===== config.mk =====
export PLATFORM = sky130hd
export DESIGN_NAME = servo_link_cfg_device_flat
export DESIGN_NICKNAME = d
export VERILOG_FILES = /design/src/hdl/link_cfg_pkg.sv /design/src/hdl/link_cfg_if.sv /design/src/hdl/servo_link_cfg_device.sv /design/src/flat_wrapper.sv
export VERILOG_INCLUDE_DIRS = /design/src /design/src/hdl
export SDC_FILE = /design/constraint.sdc
export NUM_CORES = 1
export LEC_CHECK = 0
export ABC_CLOCK_PERIOD_IN_PS = 7200
export BUFFER_PORTS_ARGS = -buffer_cell sky130_fd_sc_hd__buf_4
export CAP_MARGIN = 20
export CORE_ASPECT_RATIO = 1.2
export CORE_MARGIN = 5
export CORE_UTILIZATION = 35
export CTS_CLUSTER_SIZE = 14
export DETAILED_ROUTE_END_ITERATION = 7
export PLACE_DENSITY = 0.53
export REMOVE_ABC_BUFFERS = 1
export SYNTH_ARGS = -nofsm -noshare
export SYNTH_HDL_FRONTEND = slang
export SYNTH_SLANG_ARGS = --single-unit

===== constraint.sdc =====
create_clock -name i_core_clk -period 7.2 [get_ports i_core_clk]
set_input_delay 1.08 -clock i_core_clk [delete_from_list [all_inputs] [get_ports i_core_clk]]
set_output_delay 1.08 -clock i_core_clk [all_outputs]
set_load 0.005 [all_outputs]

===== src/hdl/link_cfg_params.svh =====
// named constants for the servo network link configuration bank
`ifndef LINK_CFG_PARAMS_SVH
`define LINK_CFG_PARAMS_SVH
`define IDX_TARGET_FLAG_A 3'h0
`define IDX_TSAT 3'h1
`define IDX_CYC 3'h2
`define IDX_RATIO 3'h3
`define IDX_EXT 3'h4
`define RST_TARGET_FLAG_A 30'h0
`define RST_TSAT 16'h0
`define RST_CYC 16'h6
`define RST_RATIO 16'h1
`define RST_EXT 16'h0
`define CYC_C0 16'h0
`define CYC_C1 16'h1
`define CYC_C3 16'h3
`define CYC_C6 16'h6
`define RATIO_ONE 16'h1
`define RATIO_TWO 16'h2
`define EXT_FRAME 0
`define EXT_SYNC 1
`define EXT_RSV 2
`define EXT_UNUSED 3
`define EXT_SCALE 4
`define CLK_NS 8
`define CYC0_NS 83300
`define CYC1_NS 166600
`define CYC3_NS 500000
`define CYC6_NS 1000000
`define CTRL_NS 62500
`define TSAT_MAX 16'h7530
`define A_LAST_REG 8'h10
`define A_STATUS 8'h14
`define RESP_OKAY 2'h0
`define RESP_SLVERR 2'h2
`endif


===== src/hdl/link_cfg_pkg.sv =====
// register index type shared by both ends of the configuration link, plus the controller AXI state encoding
package link_cfg_pkg;
	typedef logic [2:0] reg_idx_t;
	typedef enum logic [2:0] {
		ST_IDLE = 3'h0,
		ST_WLINK = 3'h1,
		ST_BRESP = 3'h3,
		ST_RLINK = 3'h2,
		ST_RRESP = 3'h6
	} axi_state_t;
endpackage


===== src/hdl/link_cfg_if.sv =====
// register access link between controller and servo device
`timescale 1ns/1ps
interface link_cfg_if;
	logic req;
	logic we;
	link_cfg_pkg::reg_idx_t idx;
	logic [31:0] wdata;
	logic ack;
	logic [31:0] rdata;
	modport dev(input req, input we, input idx, input wdata, output ack, output rdata);
	modport ctl(output req, output we, output idx, output wdata, input ack, input rdata);
endinterface


===== src/hdl/servo_link_cfg_device.sv =====
// servo device end: configuration bank, cycle timing, target_flag_a flag, torque saturation
// Notes on behaviour
// - target_flag_a flag in profile position mode when target gap below range
// - torque saturated for count cycles raises error
// - zero count disables torque saturation alarm
// - cycle codes 0,1,3,6 pick period
// - controller writes only the four cycle codes
// - controller matches cycle setup to its timing
// - commands update every one or two cycles
// - ratio two only with 0.0833/0.5 ms
// - setup bit 0 selects 16/32 byte frames
// - setup bit 1 selects semi/full sync
// - controller writes zero to bits 2,3
// - setup bit 4 enables semi-closed scale monitor
// - fast cycles forbid scale monitor except no-op
// - full-closed always allows scale monitoring
`timescale 1ns/1ps
`include "link_cfg_params.svh"
module servo_link_cfg_device #(
	parameter int unsigned CYC0_CYCLES = `CYC0_NS / `CLK_NS,
	parameter int unsigned CYC1_CYCLES = `CYC1_NS / `CLK_NS,
	parameter int unsigned CYC3_CYCLES = `CYC3_NS / `CLK_NS,
	parameter int unsigned CYC6_CYCLES = `CYC6_NS / `CLK_NS,
	parameter int unsigned CTRL_CYCLES = `CTRL_NS / `CLK_NS
) (
	// clock and reset
	input wire logic i_core_clk,
	input wire logic i_rst_n,
	// register link
	link_cfg_if.dev link,
	// motion state
	input wire logic i_profile_position_mode,
	input wire logic [31:0] i_target_pos,
	input wire logic [31:0] i_command_pos,
	input wire logic i_torque_sat,
	input wire logic i_alarm_clr,
	input wire logic i_full_closed,
	input wire logic i_no_operation_command,
	// status and derived controls
	output logic o_target_flag_a,
	output logic o_torque_sat_err,
	output logic o_comm_tick,
	output logic o_cmd_update,
	output logic o_ctrl_tick,
	output logic o_frame_32byte,
	output logic o_full_sync,
	output logic o_ext_scale_mon,
	output logic o_cfg_err
);
	logic [29:0] range_ff, nxt_range;
	logic [15:0] tsat_lim_ff, nxt_tsat_lim;
	logic [15:0] cyc_ff, nxt_cyc;
	logic [15:0] ratio_ff, nxt_ratio;
	logic [15:0] ext_ff, nxt_ext;
	logic ack_ff, nxt_ack;
	logic [31:0] rdata_ff, nxt_rdata;
	logic [16:0] comm_cnt_ff, nxt_comm_cnt;
	logic [16:0] ctrl_cnt_ff, nxt_ctrl_cnt;
	logic phase_ff, nxt_phase;
	logic [15:0] sat_cnt_ff, nxt_sat_cnt;
	logic comm_tick_ff, nxt_comm_tick;
	logic cmd_upd_ff, nxt_cmd_upd;
	logic ctrl_tick_ff, nxt_ctrl_tick;
	logic target_flag_a_ff, nxt_target_flag_a;
	logic err_ff, nxt_err;
	logic frame_ff, nxt_frame;
	logic sync_ff, nxt_sync;
	logic scale_ff, nxt_scale;
	logic cfg_err_ff, nxt_cfg_err;

	function automatic logic cycle_known(input logic [15:0] code);
		return code == `CYC_C0 || code == `CYC_C1 || code == `CYC_C3 || code == `CYC_C6;
	endfunction

	function automatic logic cycle_fast(input logic [15:0] code);
		return code == `CYC_C0 || code == `CYC_C1;
	endfunction

	// register bank, answered one cycle after the request
	always_comb begin
		nxt_range = range_ff;
		nxt_tsat_lim = tsat_lim_ff;
		nxt_cyc = cyc_ff;
		nxt_ratio = ratio_ff;
		nxt_ext = ext_ff;
		nxt_ack = link.req;
		nxt_rdata = 32'h0;
		if (link.req && link.we) begin
			unique case (link.idx)
				`IDX_TARGET_FLAG_A: nxt_range = link.wdata[29:0];
				`IDX_TSAT: nxt_tsat_lim = link.wdata[15:0];
				`IDX_CYC: nxt_cyc = link.wdata[15:0];
				`IDX_RATIO: nxt_ratio = link.wdata[15:0];
				`IDX_EXT: nxt_ext = link.wdata[15:0];
				default: nxt_ack = 1'b1;
			endcase
		end
		if (link.req && !link.we) begin
			unique case (link.idx)
				`IDX_TARGET_FLAG_A: nxt_rdata = {2'h0, range_ff};
				`IDX_TSAT: nxt_rdata = {16'h0, tsat_lim_ff};
				`IDX_CYC: nxt_rdata = {16'h0, cyc_ff};
				`IDX_RATIO: nxt_rdata = {16'h0, ratio_ff};
				`IDX_EXT: nxt_rdata = {16'h0, ext_ff};
				default: nxt_rdata = 32'h0;
			endcase
		end
	end

	always_ff @(posedge i_core_clk or negedge i_rst_n) begin
		if (!i_rst_n) begin
			range_ff <= `RST_TARGET_FLAG_A;
			tsat_lim_ff <= `RST_TSAT;
			cyc_ff <= `RST_CYC;
			ratio_ff <= `RST_RATIO;
			ext_ff <= `RST_EXT;
			ack_ff <= 1'b0;
			rdata_ff <= 32'h0;
		end else begin
			range_ff <= nxt_range;
			tsat_lim_ff <= nxt_tsat_lim;
			cyc_ff <= nxt_cyc;
			ratio_ff <= nxt_ratio;
			ext_ff <= nxt_ext;
			ack_ff <= nxt_ack;
			rdata_ff <= nxt_rdata;
		end
	end

	assign link.ack = ack_ff;
	assign link.rdata = rdata_ff;

	// cycle timing: communication period, command update, control cycle
	always_comb begin
		logic [16:0] period;
		period = 17'(CYC6_CYCLES);
		unique case (cyc_ff)
			`CYC_C0: period = 17'(CYC0_CYCLES);
			`CYC_C1: period = 17'(CYC1_CYCLES);
			`CYC_C3: period = 17'(CYC3_CYCLES);
			default: period = 17'(CYC6_CYCLES);
		endcase
		nxt_comm_tick = 1'b0;
		nxt_comm_cnt = comm_cnt_ff + 17'h1;
		// a period shortened mid-count wraps at once instead of running to overflow
		if (comm_cnt_ff >= period - 17'h1) begin
			nxt_comm_cnt = 17'h0;
			nxt_comm_tick = 1'b1;
		end
		nxt_phase = phase_ff;
		nxt_cmd_upd = 1'b0;
		if (nxt_comm_tick) begin
			if (ratio_ff == `RATIO_TWO) begin
				nxt_phase = !phase_ff;
				nxt_cmd_upd = phase_ff;
			end else begin
				nxt_phase = 1'b0;
				nxt_cmd_upd = 1'b1;
			end
		end
		nxt_ctrl_tick = 1'b0;
		nxt_ctrl_cnt = ctrl_cnt_ff + 17'h1;
		if (ctrl_cnt_ff >= 17'(CTRL_CYCLES) - 17'h1) begin
			nxt_ctrl_cnt = 17'h0;
			nxt_ctrl_tick = 1'b1;
		end
		// only flagged: the device guarantees nothing for bad setups
		nxt_cfg_err = !cycle_known(cyc_ff) || (ratio_ff != `RATIO_ONE && ratio_ff != `RATIO_TWO)
			|| (ratio_ff == `RATIO_TWO && cyc_ff != `CYC_C0 && cyc_ff != `CYC_C3);
	end

	always_ff @(posedge i_core_clk or negedge i_rst_n) begin
		if (!i_rst_n) begin
			comm_cnt_ff <= 17'h0;
			ctrl_cnt_ff <= 17'h0;
			phase_ff <= 1'b0;
			comm_tick_ff <= 1'b0;
			cmd_upd_ff <= 1'b0;
			ctrl_tick_ff <= 1'b0;
			cfg_err_ff <= 1'b0;
		end else begin
			comm_cnt_ff <= nxt_comm_cnt;
			ctrl_cnt_ff <= nxt_ctrl_cnt;
			phase_ff <= nxt_phase;
			comm_tick_ff <= nxt_comm_tick;
			cmd_upd_ff <= nxt_cmd_upd;
			ctrl_tick_ff <= nxt_ctrl_tick;
			cfg_err_ff <= nxt_cfg_err;
		end
	end

	// monitoring: target_flag_a and torque saturation evaluated on the control cycle, setup outputs every clock
	always_comb begin
		logic [31:0] gap;
		gap = i_target_pos - i_command_pos;
		if (gap[31]) begin
			gap = 32'h0 - gap;
		end
		nxt_target_flag_a = target_flag_a_ff;
		nxt_sat_cnt = sat_cnt_ff;
		nxt_err = err_ff && !i_alarm_clr;
		if (nxt_ctrl_tick) begin
			nxt_target_flag_a = i_profile_position_mode && gap < {2'h0, range_ff};
			if (!i_torque_sat) begin
				nxt_sat_cnt = 16'h0;
			end else if (sat_cnt_ff < `TSAT_MAX) begin
				nxt_sat_cnt = sat_cnt_ff + 16'h1;
			end
			// set wins over a clear in the same cycle
			if (tsat_lim_ff != 16'h0 && i_torque_sat && nxt_sat_cnt >= tsat_lim_ff) begin
				nxt_err = 1'b1;
			end
		end
		nxt_frame = ext_ff[`EXT_FRAME];
		nxt_sync = ext_ff[`EXT_SYNC];
		nxt_scale = i_full_closed
			|| (ext_ff[`EXT_SCALE] && (!cycle_fast(cyc_ff) || i_no_operation_command));
	end

	always_ff @(posedge i_core_clk or negedge i_rst_n) begin
		if (!i_rst_n) begin
			target_flag_a_ff <= 1'b0;
			sat_cnt_ff <= 16'h0;
			err_ff <= 1'b0;
			frame_ff <= 1'b0;
			sync_ff <= 1'b0;
			scale_ff <= 1'b0;
		end else begin
			target_flag_a_ff <= nxt_target_flag_a;
			sat_cnt_ff <= nxt_sat_cnt;
			err_ff <= nxt_err;
			frame_ff <= nxt_frame;
			sync_ff <= nxt_sync;
			scale_ff <= nxt_scale;
		end
	end

	assign o_target_flag_a = target_flag_a_ff;
	assign o_torque_sat_err = err_ff;
	assign o_comm_tick = comm_tick_ff;
	assign o_cmd_update = cmd_upd_ff;
	assign o_ctrl_tick = ctrl_tick_ff;
	assign o_frame_32byte = frame_ff;
	assign o_full_sync = sync_ff;
	assign o_ext_scale_mon = scale_ff;
	assign o_cfg_err = cfg_err_ff;
endmodule


===== src/flat_wrapper.sv =====
// flat-port wrapper written by rule: the top's interface ports become plain ports
module servo_link_cfg_device_flat 
#(
	parameter int unsigned CYC0_CYCLES = `CYC0_NS / `CLK_NS,
	parameter int unsigned CYC1_CYCLES = `CYC1_NS / `CLK_NS,
	parameter int unsigned CYC3_CYCLES = `CYC3_NS / `CLK_NS,
	parameter int unsigned CYC6_CYCLES = `CYC6_NS / `CLK_NS,
	parameter int unsigned CTRL_CYCLES = `CTRL_NS / `CLK_NS
)
  (i_core_clk, i_rst_n, i_profile_position_mode, i_target_pos, i_command_pos, i_torque_sat, i_alarm_clr, i_full_closed, i_no_operation_command, o_target_flag_a, o_torque_sat_err, o_comm_tick, o_cmd_update, o_ctrl_tick, o_frame_32byte, o_full_sync, o_ext_scale_mon, o_cfg_err, link_req, link_we, link_idx, link_wdata, link_ack, link_rdata);
  link_cfg_if link_i ();
  input wire logic i_core_clk;
  input wire logic i_rst_n;
  input wire logic i_profile_position_mode;
  input wire logic [31:0] i_target_pos;
  input wire logic [31:0] i_command_pos;
  input wire logic i_torque_sat;
  input wire logic i_alarm_clr;
  input wire logic i_full_closed;
  input wire logic i_no_operation_command;
  output logic o_target_flag_a;
  output logic o_torque_sat_err;
  output logic o_comm_tick;
  output logic o_cmd_update;
  output logic o_ctrl_tick;
  output logic o_frame_32byte;
  output logic o_full_sync;
  output logic o_ext_scale_mon;
  output logic o_cfg_err;
  input wire logic [$bits(link_i.req)-1:0] link_req;
  input wire logic [$bits(link_i.we)-1:0] link_we;
  input wire logic [$bits(link_i.idx)-1:0] link_idx;
  input wire logic [$bits(link_i.wdata)-1:0] link_wdata;
  output wire logic [$bits(link_i.ack)-1:0] link_ack;
  output wire logic [$bits(link_i.rdata)-1:0] link_rdata;
  assign link_i.req = link_req;
  assign link_i.we = link_we;
  assign link_i.idx = link_idx;
  assign link_i.wdata = link_wdata;
  assign link_ack = link_i.ack;
  assign link_rdata = link_i.rdata;
  servo_link_cfg_device #(.CYC0_CYCLES(CYC0_CYCLES), .CYC1_CYCLES(CYC1_CYCLES), .CYC3_CYCLES(CYC3_CYCLES), .CYC6_CYCLES(CYC6_CYCLES), .CTRL_CYCLES(CTRL_CYCLES)) u_core (.i_core_clk(i_core_clk), .i_rst_n(i_rst_n), .link(link_i), .i_profile_position_mode(i_profile_position_mode), .i_target_pos(i_target_pos), .i_command_pos(i_command_pos), .i_torque_sat(i_torque_sat), .i_alarm_clr(i_alarm_clr), .i_full_closed(i_full_closed), .i_no_operation_command(i_no_operation_command), .o_target_flag_a(o_target_flag_a), .o_torque_sat_err(o_torque_sat_err), .o_comm_tick(o_comm_tick), .o_cmd_update(o_cmd_update), .o_ctrl_tick(o_ctrl_tick), .o_frame_32byte(o_frame_32byte), .o_full_sync(o_full_sync), .o_ext_scale_mon(o_ext_scale_mon), .o_cfg_err(o_cfg_err));
endmodule

==> flow_metrics.env, run 1 <==
export IMPL_period_share=0.7894
export IMPL_place_area_um2=13710
export IMPL_port_buffers=145
export IMPL_peakVddDrop_mv=0.1379
export IMPL_syn_avg_cell_area_um2=9.027
export IMPL_vias_per_cell=4.978
export IMPL_core_area_um2=34070
export IMPL_clock_fmax_ghz=0.1760
export IMPL_yosysSeqAreaShare=0.3827
export IMPL_clkSinkCount=185
export IMPL_finalInstanceArea_um2=14300
export IMPL_synth_edf_count=0
export IMPL_netlist_area_leader_share=0.3762
export IMPL_drtIter0Drc=494
export IMPL_antenna_left=0
export IMPL_layout_drive_gt1_share=0.1856
export IMPL_n_antenna_cell=0
export IMPL_netlist_instances=1341
export IMPL_path_clk_slew_ns=0.07
export IMPL_crit_path_start_kind="primary input"
export IMPL_cts_inserted_buffers=17
export IMPL_vias=9672
export IMPL_cp_top_family="compound AO/OA/AOI/OAI gates"
export IMPL_synthFlopType="dfrtp_1"
export IMPL_path_class="in -> reg"
export IMPL_cts_resized=0
export IMPL_drc=0
export IMPL_dr_pass1_iters=5
export IMPL_finalSetupViolCount=0
export IMPL_grt_pass1_wl_mm=49.34
export IMPL_status="finished, final reports clean"
export IMPL_grt_max_degree=110
export IMPL_dp_hpwl_mm=23.73
export IMPL_htree_levels=4
export IMPL_yosys_top_cells_count="dfrtp_1, nand2_1, nor2_1"
export IMPL_period_minus_slack_ns=5.683
export IMPL_ff2ff_setup_slack_ns=2.55
export IMPL_cp_cell_sequence="buf_4 -> inv_1 -> ha_1 -> inv_1 -> fa_1 -> a21o_1 -> a221o_2 -> a31oi_1 -> a211oi_1 -> or3_1 -> and2_1 -> or3_1 -> nor2_1 -> a21oi_1 -> xor2_1 -> ha_1 -> a211oi_1 -> o21ai_0 -> a21oi_1 -> o211ai_1 -> a41oi_1 -> o21ai_0 -> a31oi_1 -> a32o_1"
export IMPL_cp_required_ns=7.59
export IMPL_die_y_um=213.7
export IMPL_clk_latency_ns=0.45
export IMPL_slew_headroom=0.3576
export IMPL_slew_violations=0
export IMPL_cts_buffer_depth=2
export IMPL_grt_antenna_before_repair=0
export IMPL_grt_usage=0.1561
export IMPL_clockRootBuffer="clkbuf_16"
export IMPL_cts_tree="yes"
export IMPL_skew_ns=0.01793
export IMPL_crit_buf_inv=3
export IMPL_end_kind="flip-flop"
export IMPL_gr_total_overflow=0
export IMPL_syn_to_final_growth_pct=18.16
export IMPL_ys_warn_count=0
export IMPL_ys_ff_latch=185
export IMPL_hold_path_class="reg -> reg"
export IMPL_holdBufCountCts=0
export IMPL_start_util=0.3553
export IMPL_critPathArrivalTime_ns=6.07
export IMPL_num_rows=74
export IMPL_critPathMaxStageDelay_ns=0.41
export IMPL_critPathMaxFanout=7
export IMPL_yosysTopAreaCell="dfrtp_1"
export IMPL_die_x_um=179.8
export IMPL_drt_wl_total_mm=30.10
export IMPL_yosysMostFrequentCell="dfrtp_1"
export IMPL_rsz0062_at_grt="no"
export IMPL_power_density_nw_per_um2=215.4
export IMPL_postCtsSetupRepairBufs=0
export IMPL_yosysUniqueCellTypes=72
export IMPL_wl_per_cell_um=15.49
export IMPL_grt_pass1_vias=9662
export IMPL_tightest_slew_ns=0.9636
export IMPL_slowest_stage="a221o_2"
export IMPL_dieArea_um2=38420
export IMPL_final_hold_violation_count=0
export IMPL_place_gp_congestion=0.8060
export IMPL_final_setup_tns_ns=0
export IMPL_ios=150
export IMPL_async_reset_ff_frac=1.000
export IMPL_p_leak_nw=6.773
export IMPL_cap_viol_max_count=0
export IMPL_num_nets_final=1681
export IMPL_synthTopCellsByArea="dfrtp_1, ha_1, mux2_2"
export IMPL_synth_area_um2=12110
[worst paths after layout]
path                             startpoint                      to  depth (start not counted)
max                         i_target_pos[0]  u_core.o_target_flag_a                         24
min                        u_core.ext_ff[0]   u_core.o_frame_32byte                          0
max reg2reg                u_core.cyc_ff[3]         u_core.phase_ff                         18
min reg2reg                u_core.ext_ff[0]   u_core.o_frame_32byte                          0
max in group asynchronous           i_rst_n       u_core.ext_ff[11]                          2
min in group asynchronous           i_rst_n   u_core.comm_cnt_ff[7]                          1
[report_power, final]
part	switching [mW]	total (mW)	leakage (nW)	internal, mW
registers	0.103	1.28	2.36	1.18
clock network	0.418	0.916	0.269	0.498
logic	0.472	0.882	4.15	0.409
[final cells by class]
type	instances	area, um2
Sequential cell	185	4633
Tap cell	456	570.5
Inverter	98	367.9
Clock inverter	12	117.6
Fill cell	3496	19770
Multi-Input combinational cell	1015	6962
Clock buffer	20	456.7
Timing Repair Buffer	157	1196
[cell usage in the layout (no fill, tap or decap), types with 16 or more instances in the layout]
master and count:
inv_1 98, buf_4 153, mux2i_1 19, xor2_1 36
a21o_1 28, nor3_1 16, nand4_1 24, nand3_1 24
ha_1 98, dfrtp_1 182, and2_1 33, a21oi_1 92
nand2_1 137, nor4_1 18, a22oi_1 16, mux2_2 57
xnor2_1 44, o21ai_0 88, nor2_1 109, clkbuf_16 17
[through the flow]
| step | power (mW) | hold slack (ns) | instances | util | setup WS, ns |
|---|---|---|---|---|---|
| floorplan | 1.897 | 0.3705 | 1298 | - | 1.196 |
| global placement | 2.174 | 0.4016 | 1908 | 0.4020 | 0.9980 |
| detailed placement | 2.197 | 0.3980 | 1909 | 0.4023 | 0.9567 |
| CTS | 3.126 | 0.4138 | 1941 | 0.4191 | 1.414 |
| global route | 3.300 | 0.4219 | 1943 | 0.4198 | 1.141 |
| finish | 3.081 | 0.4145 | 1943 | 0.4198 | 1.517 |
[registers in the layout, indices dropped and copies added, names as in the netlist, 16 cells and up]
name,count
u_core.comm_cnt_ff,17
u_core.ctrl_cnt_ff,17
u_core.cyc_ff,16
u_core.ext_ff,16
u_core.link.rdata,30
u_core.range_ff,30
u_core.ratio_ff,16
u_core.sat_cnt_ff,16
u_core.tsat_lim_ff,16
[metal layers]
layer | routed length (um) | up-vias | global-route usage
met5 | 0 | - | 0
met4 | 428 | 0 | 0.04731
met3 | 621 | 23 | 0.01629
met2 | 15240 | 134 | 0.2786
met1 | 13810 | 4560 | 0.2017
li1 | - | 4955 | -
[cell families (layout without fill, tap and decap cells)]
family	count (synthesis)	after routing	synth area share
mux	76	76	0.06873
buf+inv	146	287	0.04610
fa+ha+maj	99	99	0.1029
other cells	2	7	0.0006204
flops	185	185	0.3827
compound gates	305	305	0.1557
xor+xnor	83	83	0.06129
simple gates	445	445	0.1819
Note: power is estimated with default switching activity, not from simulation.
==> run 2, diff against run 1 <==
Settings changed: ABC_AREA from default to 1, ABC_CLOCK_PERIOD_IN_PS 7200 to 6000, PLACE_DENSITY 0.53 to 0.52.
Clock period 7.2 ns to 6 ns, I/O delays scaled along.
==> run 2 against run 1 <==
Net effect: die area grew 5.0%; global-route usage grew 1.8 points; worst setup slack lost 0.033 ns; clock power grew 36%; first-iteration DRC count grew 39%; design area grew 5.2%; critical endpoint is now u_core.phase_ff.
==> flow_metrics.env, run 2 <==
export IMPL_die_y_um=219.0
export IMPL_cp_cell_sequence="nor4_1 -> nand2_1 -> nor3_1 -> inv_1 -> nor2_1 -> inv_1 -> nand2_1 -> inv_1 -> ha_1 -> xor2_1 -> ha_1 -> nand2_1 -> a21oi_1 -> o21ai_0 -> nand2_1 -> a21oi_1 -> o31ai_2 -> buf_4 -> o41ai_1 -> inv_1 -> nor2_1"
export IMPL_synthFlopType="dfrtp_1"
export IMPL_holdBufCountCts=0
export IMPL_grt_usage=0.1745
export IMPL_crit_path_start_kind="flip-flop"
export IMPL_critPathMaxStageDelay_ns=0.62
export IMPL_r2r_start="u_core.cyc_ff[5]"
export IMPL_final_cell_mix="nand2_1, inv_1, dfrtp_1"
export IMPL_synth_area_um2=12740
export IMPL_n_antenna_cell=0
export IMPL_hold_depth=0
export IMPL_wl_per_cell_um=14.32
export IMPL_final_common_cell="nand2_1"
export IMPL_path_clk_slew_ns=0.07
export IMPL_drtIter0Drc=687
export IMPL_syn_to_final_growth_pct=18.17
export IMPL_tightest_slew_ns=1.015
export IMPL_yosys_top_cells_count="nand2_1, inv_1, dfrtp_1"
export IMPL_cts_buffer_depth=2
export IMPL_yosysMostFrequentCell="nand2_1"
export IMPL_grt_pass1_vias=11445
export IMPL_cts_tree="yes"
export IMPL_core_area_um2=35940
export IMPL_dpl_worst_slack_ns=1.189
export IMPL_num_nets_final=2143
export IMPL_slowest_stage="o31ai_2"
export IMPL_drt_wl_total_mm=34.62
export IMPL_period_share=0.7528
export IMPL_period_minus_slack_ns=4.517
export IMPL_num_rows=76
export IMPL_grt_pass1_wl_mm=56.77
export IMPL_path_class="reg -> reg"
export IMPL_yosysSeqAreaShare=0.3638
export IMPL_hold_path_class="reg -> reg"
export IMPL_ys_warn_count=0
export IMPL_grt_antenna_before_repair=0
export IMPL_yosysUniqueCellTypes=53
export IMPL_vias=11532
export IMPL_dp_hpwl_mm=27.35
export IMPL_status="finished, final reports clean"
export IMPL_holdPathEnd="u_core.o_full_sync"
export IMPL_dieArea_um2=40320
export IMPL_power_density_nw_per_um2=252.9
export IMPL_htree_levels=4
export IMPL_ff2ff_path_depth=21
export IMPL_p_leak_nw=7.935
export IMPL_drc=0
export IMPL_cap_viol_max_count=0
export IMPL_ios=150
export IMPL_timing_rr_end="u_core.phase_ff"
export IMPL_timing_final_ws_setup_ns=1.483
export IMPL_postCtsSetupRepairBufs=0
export IMPL_skew_ns=0.01248
export IMPL_async_reset_ff_frac=1.000
export IMPL_ys_ff_latch=185
export IMPL_antenna_left=0
export IMPL_final_hold_violation_count=0
export IMPL_cts_inserted_buffers=17
export IMPL_critPathMaxFanout=12
export IMPL_gr_total_overflow=0
export IMPL_netlist_instances=1795
export IMPL_port_buffers=145
export IMPL_start_util=0.3544
export IMPL_slew_headroom=0.3215
export IMPL_syn_avg_cell_area_um2=7.096
export IMPL_die_x_um=184.1
export IMPL_postLayoutCoreUtil=0.4188
export IMPL_rsz0062_at_grt="no"
export IMPL_layout_drive_gt1_share=0.1206
export IMPL_dr_pass1_iters=5
export IMPL_peakVddDrop_mv=0.1658
export IMPL_cp_required_ns=6.34
export IMPL_slew_violations=0
export IMPL_critPathArrivalTime_ns=4.85
export IMPL_cts_resized=0
export IMPL_clockRootBuffer="clkbuf_16"
export IMPL_clock_fmax_ghz=0.2214
export IMPL_min_from="u_core.ext_ff[1]"
export IMPL_synthTopCellsByArea="dfrtp_1, nand2_1, inv_1"
export IMPL_ff2ff_setup_slack_ns=1.48
export IMPL_end_kind="flip-flop"
export IMPL_synth_edf_count=0
export IMPL_vias_per_cell=4.771
export IMPL_clk_latency_ns=0.45
export IMPL_netlist_area_leader_share=0.3576
export IMPL_yosysTopAreaCell="dfrtp_1"
export IMPL_clkSinkCount=185
export IMPL_dp_cells=2383
export IMPL_grt_max_degree=75
export IMPL_final_setup_tns_ns=0
export IMPL_finalNonFillerCells=2417
export IMPL_finalSetupViolCount=0
export IMPL_place_gp_congestion=0.8595
-- run 2: report_power, final --
part           leakage [nW]  switching (mW)  internal [mW]
logic                  5.25           0.642          0.411
registers              2.37           0.108           1.40
clock network         0.315           0.510          0.736
total                  7.93            1.26           2.55
-- run 2: worst max path at each step --
stage                                 from                     end  cells past startpoint
final                     u_core.cyc_ff[5]         u_core.phase_ff                     21
after global routing      u_core.cyc_ff[5]         u_core.phase_ff                     20
after CTS                 u_core.cyc_ff[5]         u_core.phase_ff                     20
after detailed placement   i_target_pos[0]  u_core.o_target_flag_a                     25
after global placement     i_target_pos[7]  u_core.o_target_flag_a                     27
after floorplan           u_core.cyc_ff[5]         u_core.phase_ff                     19
-- run 2: final cells by class --
type                       instances  area [um2]
clock inverter                    12       182.7
timing repair buffer             156        1210
fill                            3823       20890
inverter                         337        1267
sequential                       185        4633
clock buffer                      20       466.7
multi-input combinational       1239        6706
tap                              468       585.6
-- run 2: worst max-delay path, delay by kind of cell, from the launching register on --
family | cells | cell delay, ns
flops | 1 | 0.40
buf+inv | 5 | 0.73
simple gates | 8 | 1.63
xor+xnor | 1 | 0.16
compound gates | 5 | 1.00
fa+ha+maj | 2 | 0.48
-- run 2: per-layer routing --
| metal | GRT usage | vias up | part of all wire |
|---|---|---|---|
| met5 | 0 | - | 0 |
| met2 | 0.3101 | 204 | 0.50 |
| met3 | 0.02205 | 45 | 0.027 |
| met4 | 0.05375 | 0 | 0.024 |
| met1 | 0.2203 | 5291 | 0.45 |
| li1 | - | 5992 | - |
-- run 2: through the flow --
| step | area [um2] | hold WS [ns] | total power [mW] |
|---|---|---|---|
| 2_1_floorplan | 12590 | 0.3741 | 2.233 |
| 3_3_place_gp | 14360 | 0.4064 | 2.568 |
| 3_5_place_dp | 14360 | 0.4109 | 2.595 |
| 4_1_cts | 15000 | 0.4261 | 3.854 |
| 5_1_grt | 15050 | 0.4373 | 4.089 |
| 6_report | 15050 | 0.4231 | 3.806 |
-- run 2: kinds of logic after synthesis --
kind of cell / share of synthesized area
AOI/OAI and AO/OA: 0.1215
adders and majority gates: 0.09784
and+or+nand+nor: 0.2769
DFF: 0.3638
buffers and inverters: 0.1126
xor gates and xnor gates: 0.02682
other: 0.0005896
